**src/rts_map.svh**
```systemverilog
// register offsets, field positions, reset values and timing counts of the rt status block
`ifndef RTS_MAP_SVH
`define RTS_MAP_SVH

// ==========================================================
// host register offsets
`define RTS_ADDR_W 5
`define RTS_OFF_STATUS 5'h07
`define RTS_OFF_TICK 5'h08
`define RTS_OFF_ILOG 5'h09
`define RTS_OFF_MIWA 5'h0a

// ==========================================================
// status word flag register fields
`define RTS_STAT_TF 0
`define RTS_STAT_UNUSED 1
`define RTS_STAT_SSF 2
`define RTS_STAT_BUSY 3
`define RTS_STAT_SVCREQ 8
`define RTS_STAT_INST 9
`define RTS_STAT_TXCLR 15
`define RTS_STAT_WMASK 16'h830d
`define RTS_STAT_RESET 16'h0000

// ==========================================================
// interrupt log pointer and count
`define RTS_ILOG_RESET 16'h0040
`define RTS_ILOG_BASE 8'h40
`define RTS_ILOG_LAST 8'h5e
`define RTS_ILOG_STEP 8'h02
`define RTS_ILOG_CNT_MAX 8'hff
`define RTS_ILOG_HW_SRC 16'h0000

// ==========================================================
// tick rate selection and timing
`define RTS_TSEL_EXT 3'h6
`define RTS_TSEL_OFF 3'h7
`define RTS_TICK_BASE_US 2
`define RTS_CLK_MHZ 100
`define RTS_MIW_DELAY_US 5
`define RTS_MIW_DELAY_CYC (`RTS_MIW_DELAY_US * `RTS_CLK_MHZ)
`define RTS_MIWA_RESET 16'h0000
`define RTS_TICK_RESET 16'h0000

`endif

```
**src/rts_pkg.sv**
```systemverilog
// types shared by the rt status block
package rts_pkg;
    typedef logic [15:0] rts_word_type;
    typedef enum logic [0:0] {LOG_IDLE, LOG_SRC} rts_log_state_type;
endpackage

```
**src/rts_tick_gen.sv**
```systemverilog
// time-tag tick generator: programmable internal period or synchronised external clock
`include "rts_map.svh"
module rts_tick_gen import rts_pkg::*; #(
    parameter int CYC_PER_US = `RTS_CLK_MHZ
) (
    input wire logic clk,
    input wire logic rst_n,
    input wire logic restart,
    input wire logic [2:0] tick_rate_select,
    input wire logic ext_tick_pin,
    output logic tick
);
    logic [15:0] div_reg, div_next;
    logic [2:0] ext_reg, ext_next;
    logic tick_reg, tick_next;

    // cycles per tick minus one: 2, 4, ... 64 us
    function automatic logic [15:0] period_last(input logic [2:0] sel);
        period_last = 16'(((`RTS_TICK_BASE_US << sel) * CYC_PER_US) - 1);
    endfunction

    always_comb begin
        ext_next = {ext_reg[1:0], ext_tick_pin};
        div_next = div_reg + 16'h0001;
        tick_next = 1'b0;
        if (restart || tick_rate_select >= `RTS_TSEL_EXT) begin
            div_next = 16'h0000;
        end else if (div_reg >= period_last(tick_rate_select)) begin
            div_next = 16'h0000;
            tick_next = 1'b1;
        end
        // edge seen only on the second and third stage, never the first
        if (tick_rate_select == `RTS_TSEL_EXT) begin
            tick_next = ext_reg[1] && !ext_reg[2];
        end
    end

    always_ff @(posedge clk or negedge rst_n) begin
        if (!rst_n) begin
            div_reg <= 16'h0000;
            ext_reg <= 3'h0;
            tick_reg <= 1'b0;
        end else begin
            div_reg <= div_next;
            ext_reg <= ext_next;
            tick_reg <= tick_next;
        end
    end

    assign tick = tick_reg;
endmodule

```
**src/rts_status_regs.sv**
```systemverilog
// rt status registers: status flags, time-tag counter, interrupt log pointer, miw address
// ==========================================================
// Overview of operation
// - subsystem status set by register or pin
// - vector mode command clears subsystem bit unless clear option set
// - bit 0 write sets terminal flag
// - bit 1 unused, reads zero
// - both resets clear subsystem and terminal bits
// - time-tag read only, free running, resets clear
// - tick period 2 to 64 us or external
// - sync without data zeroes time-tag
// - host clear bit zeroes time-tag
// - options 11 load sync data always
// - load done before status transmission
// - options 00 no load, status still sent
// - options 01/10 load on data bit 0
// - log register reads 0x0040 after master reset
// - pointer bits even, 0x40 to 0x5e
// - count saturates 255, cleared by host read
// - sixteen entries, two words each, ring
// - source word descriptor address or zero
// - pointer wraps after 0x5e to 0x40
// - miw address cleared only by master reset
// - miw address updates 500 cycles after active, 5 us at 100 MHz
// - flags persist unless transmit once set
`include "rts_map.svh"
module rts_status_regs import rts_pkg::*; #(
    parameter int CYC_PER_US = `RTS_CLK_MHZ
) (
    input wire logic clk,
    input wire logic rst_n,
    input wire logic soft_reset,
    input wire logic host_cs,
    input wire logic host_wr,
    input wire logic host_rd,
    input wire logic [`RTS_ADDR_W-1:0] host_addr,
    input wire logic [15:0] host_wdata,
    output logic [15:0] host_rdata,
    input wire logic subsystem_flag_pin,
    input wire logic vector_clear_option,
    input wire logic sync_load_option_lo,
    input wire logic sync_load_option_hi,
    input wire logic [2:0] tick_rate_select,
    input wire logic tick_count_clear,
    input wire logic ext_tick_pin,
    input wire logic transmit_vector_mode_cmd,
    input wire logic sync_no_data_mode_cmd,
    input wire logic sync_with_data_mode_cmd,
    input wire logic [15:0] sync_data_word,
    input wire logic status_sent,
    input wire logic irq_event,
    input wire logic irq_from_msg,
    input wire logic [15:0] irq_ident_word,
    input wire logic [15:0] irq_ctrl_addr,
    output logic irq_log_ready,
    output logic log_wr_en,
    output logic [7:0] log_wr_addr,
    output logic [15:0] log_wr_data,
    input wire logic active_rise,
    input wire logic [15:0] msg_info_addr,
    output logic [15:0] status_flags_out
);
    localparam logic [9:0] MIW_DELAY = 10'(`RTS_MIW_DELAY_CYC);

    // ==========================================================
    // decode and pin synchroniser
    function automatic logic hit(input logic [`RTS_ADDR_W-1:0] a, input logic [`RTS_ADDR_W-1:0] off);
        hit = host_cs && (a == off);
    endfunction

    function automatic logic sync_load_ok(input logic hi, input logic lo, input logic d0);
        case ({hi, lo})
            2'b11: sync_load_ok = 1'b1;
            2'b01: sync_load_ok = !d0;
            2'b10: sync_load_ok = d0;
            default: sync_load_ok = 1'b0;
        endcase
    endfunction

    logic wr_stat, rd_ilog;
    logic [1:0] ssf_sync_reg, ssf_sync_next;
    logic tick;

    assign wr_stat = host_wr && hit(host_addr, `RTS_OFF_STATUS);
    assign rd_ilog = host_rd && hit(host_addr, `RTS_OFF_ILOG);
    assign ssf_sync_next = {ssf_sync_reg[0], subsystem_flag_pin};

    // ==========================================================
    // status word flag register
    rts_word_type stat_reg, stat_next, flags_reg, flags_next;

    always_comb begin
        stat_next = stat_reg;
        // one-shot flags drop after they have gone out once
        if (status_sent && stat_reg[`RTS_STAT_TXCLR]) begin
            stat_next = `RTS_STAT_RESET;
        end
        if (transmit_vector_mode_cmd && !vector_clear_option) begin
            stat_next[`RTS_STAT_SSF] = 1'b0;
        end
        if (wr_stat) begin
            stat_next = host_wdata & `RTS_STAT_WMASK;
        end
        if (soft_reset) begin
            stat_next = `RTS_STAT_RESET;
        end
        flags_next = stat_next;
        flags_next[`RTS_STAT_SSF] = stat_next[`RTS_STAT_SSF] | ssf_sync_reg[1];
        flags_next[`RTS_STAT_TXCLR] = 1'b0;
    end

    // ==========================================================
    // time-tag counter
    rts_word_type tt_reg, tt_next;
    logic sync_load;

    assign sync_load = sync_with_data_mode_cmd
        && sync_load_ok(sync_load_option_hi, sync_load_option_lo, sync_data_word[0]);

    rts_tick_gen #(
        .CYC_PER_US(CYC_PER_US)
    ) u_tick (
        .clk(clk),
        .rst_n(rst_n),
        .restart(soft_reset),
        .tick_rate_select(tick_rate_select),
        .ext_tick_pin(ext_tick_pin),
        .tick(tick)
    );

    always_comb begin
        tt_next = tt_reg;
        if (tick) begin
            tt_next = tt_reg + 16'h0001;
        end
        // options 00: the engine still answers, the host does the sync work
        if (sync_load) begin
            tt_next = sync_data_word;
        end
        if (sync_no_data_mode_cmd) begin
            tt_next = `RTS_TICK_RESET;
        end
        if (tick_count_clear || soft_reset) begin
            tt_next = `RTS_TICK_RESET;
        end
    end

    // ==========================================================
    // interrupt log pointer, count and ring writes
    rts_log_state_type log_state_reg, log_state_next;
    logic [7:0] ptr_reg, ptr_next, cnt_reg, cnt_next;
    rts_word_type src_reg, src_next;
    logic lwe_next;
    logic [7:0] lwa_next;
    rts_word_type lwd_next;
    logic log_take;

    assign log_take = irq_event && (log_state_reg == LOG_IDLE);

    always_comb begin
        log_state_next = log_state_reg;
        ptr_next = ptr_reg;
        src_next = src_reg;
        lwe_next = 1'b0;
        lwa_next = log_wr_addr;
        lwd_next = log_wr_data;
        // a read clears the count, but a logged event in the same cycle still counts
        cnt_next = rd_ilog ? 8'h00 : cnt_reg;
        if (log_take && cnt_next != `RTS_ILOG_CNT_MAX) begin
            cnt_next = cnt_next + 8'h01;
        end
        case (log_state_reg)
            LOG_IDLE: begin
                if (irq_event) begin
                    lwe_next = 1'b1;
                    lwa_next = ptr_reg;
                    lwd_next = irq_ident_word;
                    src_next = irq_from_msg ? irq_ctrl_addr : `RTS_ILOG_HW_SRC;
                    log_state_next = LOG_SRC;
                end
            end
            LOG_SRC: begin
                lwe_next = 1'b1;
                lwa_next = ptr_reg | 8'h01;
                lwd_next = src_reg;
                ptr_next = (ptr_reg == `RTS_ILOG_LAST) ? `RTS_ILOG_BASE
                                                       : ptr_reg + `RTS_ILOG_STEP;
                log_state_next = LOG_IDLE;
            end
            default: begin
                log_state_next = LOG_IDLE;
            end
        endcase
    end

    // ==========================================================
    // current message information word address
    rts_word_type miwa_reg, miwa_next;
    logic [9:0] miw_cnt_reg, miw_cnt_next;

    always_comb begin
        miwa_next = miwa_reg;
        miw_cnt_next = miw_cnt_reg;
        if (active_rise) begin
            miw_cnt_next = MIW_DELAY;
        end else if (miw_cnt_reg != 10'h000) begin
            miw_cnt_next = miw_cnt_reg - 10'h001;
            if (miw_cnt_reg == 10'h001) begin
                miwa_next = msg_info_addr;
            end
        end
    end

    // ==========================================================
    // host read data
    rts_word_type rdata_next;

    always_comb begin
        rdata_next = host_rdata;
        if (host_rd && host_cs) begin
            case (host_addr)
                `RTS_OFF_STATUS: rdata_next = stat_reg;
                `RTS_OFF_TICK: rdata_next = tt_reg;
                `RTS_OFF_ILOG: rdata_next = {cnt_reg, ptr_reg};
                `RTS_OFF_MIWA: rdata_next = miwa_reg;
                default: rdata_next = 16'h0000;
            endcase
        end
    end

    // ==========================================================
    // registers: master reset only, soft reset acts through the next values
    always_ff @(posedge clk or negedge rst_n) begin
        if (!rst_n) begin
            ssf_sync_reg <= 2'h0;
            stat_reg <= `RTS_STAT_RESET;
            flags_reg <= `RTS_STAT_RESET;
            tt_reg <= `RTS_TICK_RESET;
            log_state_reg <= LOG_IDLE;
            ptr_reg <= 8'(`RTS_ILOG_RESET);
            cnt_reg <= 8'h00;
            src_reg <= 16'h0000;
            log_wr_en <= 1'b0;
            log_wr_addr <= 8'h00;
            log_wr_data <= 16'h0000;
            miwa_reg <= `RTS_MIWA_RESET;
            miw_cnt_reg <= 10'h000;
            host_rdata <= 16'h0000;
        end else begin
            ssf_sync_reg <= ssf_sync_next;
            stat_reg <= stat_next;
            flags_reg <= flags_next;
            tt_reg <= tt_next;
            log_state_reg <= log_state_next;
            ptr_reg <= ptr_next;
            cnt_reg <= cnt_next;
            src_reg <= src_next;
            log_wr_en <= lwe_next;
            log_wr_addr <= lwa_next;
            log_wr_data <= lwd_next;
            miwa_reg <= miwa_next;
            miw_cnt_reg <= miw_cnt_next;
            host_rdata <= rdata_next;
        end
    end

    assign status_flags_out = flags_reg;
    assign irq_log_ready = (log_state_reg == LOG_IDLE);
endmodule

```
**config.mk**
```make
export PLATFORM = sky130hd
export DESIGN_NAME = rts_status_regs
export DESIGN_NICKNAME = d
export VERILOG_FILES = /design/src/rts_pkg.sv /design/src/rts_tick_gen.sv /design/src/rts_status_regs.sv
export VERILOG_INCLUDE_DIRS = /design/src
export SDC_FILE = /design/constraint.sdc
export NUM_CORES = 1
export LEC_CHECK = 0
export BUFFER_PORTS_ARGS = -buffer_cell sky130_fd_sc_hd__buf_4
export CAP_MARGIN = 25
export CORE_MARGIN = 2
export CORE_UTILIZATION = 42
export CTS_BUF_LIST = sky130_fd_sc_hd__clkbuf_8
export CTS_CLUSTER_SIZE = 24
export DETAILED_ROUTE_END_ITERATION = 16
export HOLD_SLACK_MARGIN = 0.06
export SKIP_CTS_REPAIR_TIMING = 1
export SLEW_MARGIN = 20
export SYNTH_ARGS = -nofsm -noshare
export SYNTH_HDL_FRONTEND = slang
export SYNTH_SLANG_ARGS = --single-unit
```
**constraint.sdc**
```tcl
create_clock -name clk -period 4.2 [get_ports clk]
set_clock_uncertainty 0.2 [all_clocks]
set_input_delay 0.42 -clock clk [delete_from_list [all_inputs] [get_ports clk]]
set_output_delay 0.42 -clock clk [all_outputs]
set_load 0.01 [all_outputs]
```
==> impl_metrics.yaml, run 1 <==
outcome:
  outcome: "finished, final reports clean"
placement:
  dp_hpwl_um: 13600
  place_congestion: 0.842
  io_buffer_count: 143
synth:
  postSynthAreaPerCell_um2: 9.85
  syn-cell-area_um2: 7720
  ys_types: 52
  synthCells: 784
  synth_seq_cells: 144
  synth_ff_type: "dfrtp_1"
  synth_edf_count: 0
  synthArstFlopShare_pct: 100
  ys_seq_area_share_pct: 46.7
  yosysWarnings: 0
layout:
  post-route-util_pct: 57.0
  fill_cells: 1622
  multi_input_area_um2: 3900
  antenna_cells: 0
  drive_gt1_share_pct: 25.4
  final_nets: 1136
  register_area_um2: 3600
  syn_to_final_growth_pct: 33.1
timing:
  min_period_ps: 4130
  max_slew_margin_pct: 35.9
  hold_viol: 0
  worst_pin_slew_ps: 959
  fmax_ghz: 0.242
  whs_ps: 65.1
  min_period_over_period_pct: 98.3
  rsz0062_at_grt: "true"
  slew_violations: 0
  finalSetupViolations: 0
clock_tree:
  clock-root-buffer: "clkbuf_8"
  cts_buffer_depth: 2
  cts_tree: "done"
  numCtsBuffers: 17
  h-tree-depth: 4
  clkTransAtPathRegs_ps: 80
  numClockSinks: 144
  clock_latency_ps: 450
global_routing:
  grt_pass1_wl_um: 29900
  antenna_found_initial: 0
  grt_overflow: 0
  grt_max_degree: 104
  grt_use_total_pct: 19.4
  grt_pass1_vias: 5876
pwr:
  ir_drop_mv: 0.260
  p_leak_nw: 4.85
  p_per_area_nw_per_um2: 364
  power_mw: 3.75
floorplanning:
  die_w_um: 140
  dieArea_um2: 19500
  rows: 49
  die_y_um: 140
  boundaryPins: 165
  initial_core_util_pct: 42.9
  core_um2: 18000
setup_path:
  ff2ff_path_depth: 4
  critical_path.endpoint_type: "flop"
  crit_arrival_ps: 4310
  crit_slowest_cell: "fa_1"
  startpoint: "tick_rate_select[1]"
  crit_cells: 20
  worstPathCellList: "buf_8 -> nor2b_4 -> and2_4 -> ha_4 -> fa_1 -> ha_1 -> ha_2 -> inv_2 -> fa_1 -> nor2b_4 -> nand3_1 -> o21ai_0 -> xnor2_1 -> ha_1 -> o21a_1 -> o2111ai_1 -> nand4_1 -> buf_6 -> clkbuf_16 -> nor2_1"
  cp_num_buf_inv: 4
  start_kind: "input port"
  rr_startpoint: "miw_cnt_reg[4]"
  max_stage_delay_ps: 500
  crit_fanout: 8
  required_ps: 4380
  path_class: "input port to flop"
  critPathTopFamily: "adder cells"
hold_path:
  hp-start: "irq_ident_word[10]"
  min_path_type: "input port to flop"
  min_delay_path_depth: 3
route:
  postRouteAntennaNets: 0
  drc: 0
  drt_iter0_drc: 270
  drt-wirelength-per-cell_um: 15.4
  routed_wl_um: 19000
  dr.pass1.iters: 4
  vias: 6181
  avgViaCountPerCell: 5.02
run:
  drv_cap: 0
-- routing by layer --
layer	share of wire [%]	routed length [µm]	vias to the layer above	GRT usage, %
li1	-	-	3089	-
met1	45	8640	2945	25.7
met2	49	9300	120	32.1
met3	3.6	682	27	3.85
met4	2.0	374	0	6.63
met5	0	0	-	0
-- area by class of cell --
cell class                 instances  area share (%)
tap                              229            2.79
multi-input combinational        580            38.0
clock inverter                    11            2.26
sequential                       144            35.1
clock buffer                      21            2.81
inverter                          22           0.803
timing repair buffer             225            18.3
-- worst min-delay path: stages --
cell	delay, ps
buf_4	80
mux2i_1	50
o21ai_0	130
-- Yosys cell counts, drive strengths merged, types with 23 or more instances --
cell type | number | area, µm²
a21oi | 28 | 140
mux2 | 24 | 308
nand3 | 43 | 228
buf | 23 | 161
ha | 36 | 450
nor2 | 80 | 300
nand2 | 103 | 387
dfrtp | 143 | 3580
mux2i | 38 | 380
clkbuf | 28 | 105
xor2 | 29 | 254
o21ai | 39 | 195
-- placed cells by master (no fill, tap or decap), types with 3 or more instances in the layout --
cell type / n
buf_4: 167
dfrtp_1: 143
nand2_1: 102
nor2_1: 75
dlygate4sd3_1: 50
nand3_1: 41
o21ai_0: 38
mux2i_1: 38
ha_1: 34
xor2_1: 29
a21oi_1: 28
inv_1: 22
xnor2_1: 22
clkbuf_8: 21
a211oi_1: 19
nand4_1: 18
nor3_1: 16
conb_1: 15
mux2_2: 14
mux2_4: 10
and3_1: 9
nand2b_1: 8
bufinv_16: 7
a221oi_1: 6
and2_1: 5
or3_1: 5
nor2b_1: 4
nor2_4: 3
a21o_1: 3
fa_1: 3
buf_6: 3
-- cells by family after synthesis --
kind of cell,Yosys count,share of synthesized area (%)
adder cells (fa/ha/maj),39,6.61
flip-flops,144,46.7
XOR/XNOR,52,6.07
other,2,0.0972
buffers and inverters,73,4.52
multiplexers,62,8.91
AO/OA/AOI/OAI,105,8.28
AND/OR/NAND/NOR,307,18.8
-- worst paths after layout --
path,end,slack (ps)
worst max-delay path,u_tick.div_reg[11],70
worst min-delay path,log_wr_data[10],70
worst max register to register,miwa_reg[14],1860
worst min register to register,u_tick.ext_reg[1],150
max in group asynchronous,miwa_reg[9],2580
min in group asynchronous,host_rdata[7],180
-- stage by stage --
step / setup slack (ps) / cell area, µm² / instances / TNS [ps]
finish: 72.2 / 10300 / 1232 / 0
global route: -66.1 / 10300 / 1232 / -640
CTS: 17.7 / 9630 / 1176 / 0
detailed placement: -471 / 9110 / 1144 / -7640
global placement: -341 / 9110 / 1144 / -5560
floorplan: -2.40 / 7830 / 797 / -2.40
-- report_power, final --
group,internal (mW),total [mW],switching (mW),leakage (nW)
sequential,1.52,1.67,0.143,1.88
combinational,0.352,0.672,0.320,2.71
clock,0.887,1.41,0.521,0.261
Power figures use the tool's default switching activity.
==> run 2: changes to the inputs <==
Settings changed: ABC_AREA from default to 1, BUFFER_PORTS_ARGS -buffer_cell sky130_fd_sc_hd__buf_4 to -buffer_cell sky130_fd_sc_hd__clkbuf_2.
==> run 2 against run 1 <==
  * Maximum frequency grew 3.9%
  * First-iteration DRC count grew 98%
  * Utilization is 1.7 points lower
  * Synthesized cell count rose by 27%
  * Register-to-register slack improved by 50 ps
  * Setup slack better by 150 ps
  * Power decreased by 3.9%
  * Clock power decreased by 9.9%
  * Clock-buffer cell count down 3
  * Non-clock buffer count up 18
  * Global-route usage rose by 0.54 points
  * Critical endpoint is now u_tick.div_reg[14]
  * Largest power group unchanged
==> impl_metrics.yaml, run 2 <==
pwr:
  swShare_pct: 29.2
  pwr-share-seq_pct: 45.2
  p_comb_share_pct: 19.5
  p_sw_mw: 1.05
  p_leak_nw: 5.31
  clockPowerShare_pct: 35.3
  internal_power_mw: 2.55
  ir_drop_mv: 0.169
  p_per_area_nw_per_um2: 346
clock_tree:
  h-tree-depth: 4
  clock-root-buffer: "clkbuf_8"
  cts_tree: "done"
  cts_buffer_depth: 2
  numClockSinks: 144
  numCtsBuffers: 17
  clock_latency_ps: 460
  clkTransAtPathRegs_ps: 80
synth:
  synth_top_family_by_area: "simple AND/OR/NAND/NOR gates"
  synth_top_area_share_pct: 44.3
  synth_area_leaders: "dfrtp_1 (44%), nand2_1 (13%), ha_1 (5.6%)"
  synthCells: 997
  ys_seq_area_share_pct: 44.6
  synth_fa_ha_area_share_pct: 6.32
  yosys-top-cells-count: "nand2_1 (282), dfrtp_1 (143), inv_1 (109)"
  yosys.area.top_type: "dfrtp_1"
  yosysWarnings: 0
  synth_seq_cells: 144
  muxShareOfSynthArea_pct: 0.124
  synth_compound_area_share_pct: 8.95
  postSynthAreaPerCell_um2: 8.10
  ys_types: 51
  syn-cell-area_um2: 8080
  synth_edf_count: 0
  synthArstFlopShare_pct: 100
  synth_ff_type: "dfrtp_1"
  synth_most_common_cell: "nand2_1"
  synth_xor_area_share_pct: 4.32
  synthSimpleGateAreaFrac_pct: 26.9
layout:
  finalNonFillerCells: 1477
  syn_to_final_growth_pct: 28.6
  post-route-util_pct: 55.4
  final_cell_mix: "nand2_1 (282), dfrtp_1 (143), clkbuf_2 (141)"
  antenna_cells: 0
  final_nets: 1376
  final_common_cell: "nand2_1"
  drive_gt1_share_pct: 22.8
global_routing:
  grt_max_degree: 105
  grt_use_total_pct: 20.0
  antenna_found_initial: 0
  grt_pass1_vias: 6501
  grt_pass1_wl_um: 32000
  grt_overflow: 0
setup_path:
  critical_path.endpoint_type: "flop"
  timing.reg2reg.setup_slack_ps: 1910
  rr_startpoint: "log_state_reg"
  required_ps: 4350
  crit_fanout: 6
  start_kind: "input port"
  crit_arrival_ps: 4120
  startpoint: "tick_rate_select[1]"
  path_class: "input port to flop"
timing:
  max_slew_margin_pct: 43.6
  finalSetupViolations: 0
  rsz0062_at_grt: "false"
  hold_viol: 0
  whs_ps: 21.7
  slew_violations: 0
  min_period_ps: 3970
  fmax_ghz: 0.252
  worst_pin_slew_ps: 845
  min_period_over_period_pct: 94.6
route:
  vias: 7154
  dr.pass1.iters: 5
  postRouteAntennaNets: 0
  avgViaCountPerCell: 4.84
  drt-wirelength-per-cell_um: 13.7
  drc: 0
  routed_wl_um: 20300
  drt_iter0_drc: 534
run:
  drv_cap: 0
hold_path:
  min_path_type: "input port to flop"
  hp-start: "irq_ctrl_addr[0]"
placement:
  dp_hpwl_um: 14700
  placed_cells: 1379
  place_congestion: 0.834
  io_buffer_count: 143
outcome:
  outcome: "finished, final reports clean"
floorplanning:
  die_y_um: 143
  boundaryPins: 165
  core_um2: 18800
  dieArea_um2: 20400
  rows: 50
  die_w_um: 143
  initial_core_util_pct: 43.1
run 2: changes by cell type after synthesis, sizes merged, moves of 18 or more:
cell and change:
a211oi -19, nand2 +191, clkbuf -18, inv +93, mux2i -37, o21ai +33, mux2 -24, nand3 +26
run 2: power by group through the flow:
stage / combinational, mW / clock (mW) / sequential, mW
final: 0.701 / 1.27 / 1.63
after global routing: 0.795 / 1.37 / 1.65
after CTS: 0.647 / 1.30 / 1.63
after detailed placement: 0.642 / 0 / 1.65
after global placement: 0.631 / 0 / 1.65
after floorplan: 0.366 / 0 / 1.66
run 2: kinds of logic (layout without fill, tap and decap cells):
logic type | after synthesis | count (layout)
buffers and inverters | 157 | 390
multiplexers | 1 | 1
AO/OA/AOI/OAI | 127 | 127
flip-flops | 144 | 144
AND/OR/NAND/NOR | 488 | 488
other | 2 | 15
adder cells (fa/ha/maj) | 39 | 39
XOR/XNOR | 39 | 39
run 2: critical path, cell delays in order:
cell,delay [ps]
buf_4,110
inv_1,50
nor2_1,90
inv_1,80
nor2_4,140
ha_4,220
fa_1,460
ha_1,290
ha_2,150
inv_1,40
fa_2,340
o21ai_1,120
nand2_1,90
xor2_2,190
nand4_1,140
xor2_1,160
ha_1,270
nand2_1,50
inv_1,60
nand3_2,70
nor3_2,150
nand2_1,100
nand3_2,130
buf_6,140
nor2_1,40
run 2: layout make-up:
| cell class | count | area, µm² |
|---|---|---|
| fill | 1804 | 8380 |
| multi-input combinational | 709 | 3920 |
| sequential | 144 | 3600 |
| timing repair buffer | 243 | 1680 |
| inverter | 115 | 437 |
| tap | 234 | 293 |
| clock buffer | 18 | 248 |
| clock inverter | 14 | 211 |
run 2: worst paths after layout:
path	end	cells past startpoint
worst min-delay path	src_reg[0]	3
max in group asynchronous	ptr_reg[6]	3
min in group asynchronous	tt_reg[12]	2
worst max register to register	src_reg[1]	5
worst max-delay path	u_tick.div_reg[14]	25
worst min register to register	u_tick.ext_reg[1]	0
run 2: metrics by stage:
step / power (mW) / setup WS (ps) / instance area [µm²] / setup TNS, ps
6_report: 3.60 / 227 / 10400 / 0
5_1_grt: 3.82 / 3.12 / 10400 / 0
4_1_cts: 3.57 / 116 / 9630 / 0
3_5_place_dp: 2.30 / -368 / 9170 / -5860
3_3_place_gp: 2.28 / -261 / 9170 / -4110
2_1_floorplan: 2.02 / 2.48 / 8160 / 0
run 2: metal layers:
metal  wire, µm  vias up  track usage (%)
li1           -     3631                -
met1       9350     3367             27.0
met2       9950      130             32.6
met3        619       26             3.62
met4        353        0             6.20
met5          0        -                0
==> run 3: changes to the inputs <==
Settings changed: CORE_UTILIZATION 42 to 45, CTS_CLUSTER_DIAMETER from default to 200, PLACE_DENSITY from default to 0.68.
==> run 3 against run 2 <==
  * Final area shrank 0.33%
  * Critical endpoint is now u_tick.div_reg[8]
  * Utilization up 2.9 points
  * Routed wire length fell by 0.70%
  * Die area is 6.5% lower
  * Sequential share of layout area increased by 0.11 points
  * Global-route usage is 0.52 points higher
  * Clock-buffer cell count grew 1
  * Maximum frequency fell by 1.6%
  * Critical path type unchanged
  * Power fell by 3.4%
  * Clock power down 10%
  * First-iteration DRC count rose by 6.4%
==> impl_metrics.yaml, run 3 (synthesis results as in run 2) <==
outcome:
  outcome: "finished, final reports clean"
setup_path:
  crit_fanout: 6
  cp_common_cell: "nand2_1"
  max_stage_delay_ps: 500
  crit_slowest_cell: "fa_1"
  cp_num_buf_inv: 6
  critPathTopFamily: "adder cells"
  critical_path.endpoint_type: "flop"
  path_class: "input port to flop"
  start_kind: "input port"
  required_ps: 4330
  crit_arrival_ps: 4170
global_routing:
  grt_pass1_vias: 6605
  grt_overflow: 0
  antenna_found_initial: 0
  grt_use_total_pct: 20.5
  grt_pass1_wl_um: 31900
  grt_max_degree: 99
route:
  dr.pass1.iters: 5
  drt_iter0_drc: 568
  avgViaCountPerCell: 4.91
  vias: 7229
  drc: 0
  drt-wirelength-per-cell_um: 13.7
  routed_wl_um: 20100
  postRouteAntennaNets: 0
clock_tree:
  cts_tree: "done"
  cts_buffer_depth: 2
  h-tree-depth: 4
  numClockSinks: 144
  numCtsBuffers: 17
  clkTransAtPathRegs_ps: 80
  clock_latency_ps: 450
  clock-root-buffer: "clkbuf_8"
pwr:
  p_sw_mw: 1.04
  clockPowerShare_pct: 32.8
  p_comb_share_pct: 20.3
  power_mw: 3.47
  swShare_pct: 29.9
  pwr-share-seq_pct: 46.9
  p_leak_nw: 5.28
  internal_power_mw: 2.43
  p_per_area_nw_per_um2: 335
  ir_drop_mv: 0.200
placement:
  place_congestion: 0.846
  placed_cells: 1375
  io_buffer_count: 143
  placed_area_um2: 9170
  dp_hpwl_um: 14400
  pre_cts_slack_ps: -304
timing:
  fmax_ghz: 0.248
  worst_pin_slew_ps: 916
  hold_viol: 0
  finalSetupViolations: 0
  min_period_ps: 4040
  min_period_over_period_pct: 96.1
  fin_ws_ps: 162
  whs_ps: 57.7
  max_slew_margin_pct: 39.0
  slew_violations: 0
layout:
  final_common_cell: "nand2_1"
  stdcell_area_um2: 10400
  final_nets: 1375
  fill_cells: 1599
  multi_input_area_um2: 3970
  finalNonFillerCells: 1471
  drive_gt1_share_pct: 23.8
  register_area_um2: 3600
  syn_to_final_growth_pct: 28.2
  antenna_cells: 0
  final_cell_mix: "nand2_1 (282), dfrtp_1 (143), clkbuf_2 (141)"
floorplanning:
  die_y_um: 138
  core_um2: 17800
  initial_core_util_pct: 45.4
  boundaryPins: 165
  die_w_um: 138
  rows: 49
  dieArea_um2: 19000
hold_path:
  min_path_type: "input port to flop"
run:
  drv_cap: 0
[run 3: power by group through the flow]
stage	registers, mW	logic [mW]	clock network, mW
finish	1.63	0.706	1.14
detailed placement	1.66	0.638	0
global placement	1.65	0.620	0
global route	1.65	0.794	1.23
CTS	1.63	0.641	1.17
floorplan	1.66	0.366	0
[run 3: worst paths after layout]
kind,from,endpoint,slack [ps],depth (start not counted)
hold reg to reg,u_tick.ext_reg[0],u_tick.ext_reg[1],150,0
hold / removal,sync_data_word[3],tt_reg[3],60,3
min in group asynchronous,rst_n,ssf_sync_reg[1],410,2
max in group asynchronous,rst_n,u_tick.div_reg[4],2440,3
setup reg to reg,log_state_reg,src_reg[1],1810,4
setup / recovery,tick_rate_select[1],u_tick.div_reg[8],160,25
[run 3: worst register-to-register path: stages (launching register included)]
cell     delay [ps]
dfrtp_1         640
nor2_2          710
inv_1           460
nand2_1         170
nand2_1          90
[run 3: final cells by class]
cell class	count	share of cell area, %
clock buffer	19	2.52
tap	229	2.77
multi-input combinational	709	38.4
sequential	144	34.8
timing repair buffer	242	15.9
inverter	115	4.22
clock inverter	13	1.40
[run 3: routing by layer]
metal | track usage (%) | wire (µm) | vias to the layer above
met5 | 0 | 0 | -
met2 | 34.0 | 10200 | 160
met3 | 3.84 | 672 | 27
met1 | 27.0 | 8890 | 3408
met4 | 7.09 | 374 | 0
li1 | - | - | 3634
[run 3: stage by stage]
step | setup TNS [ps] | util [%]
after floorplan | 0 | -
after global placement | -3340 | 51.5
after detailed placement | -4850 | 51.5
after CTS | 0 | 53.8
after global routing | -157 | 58.3
final | 0 | 58.3
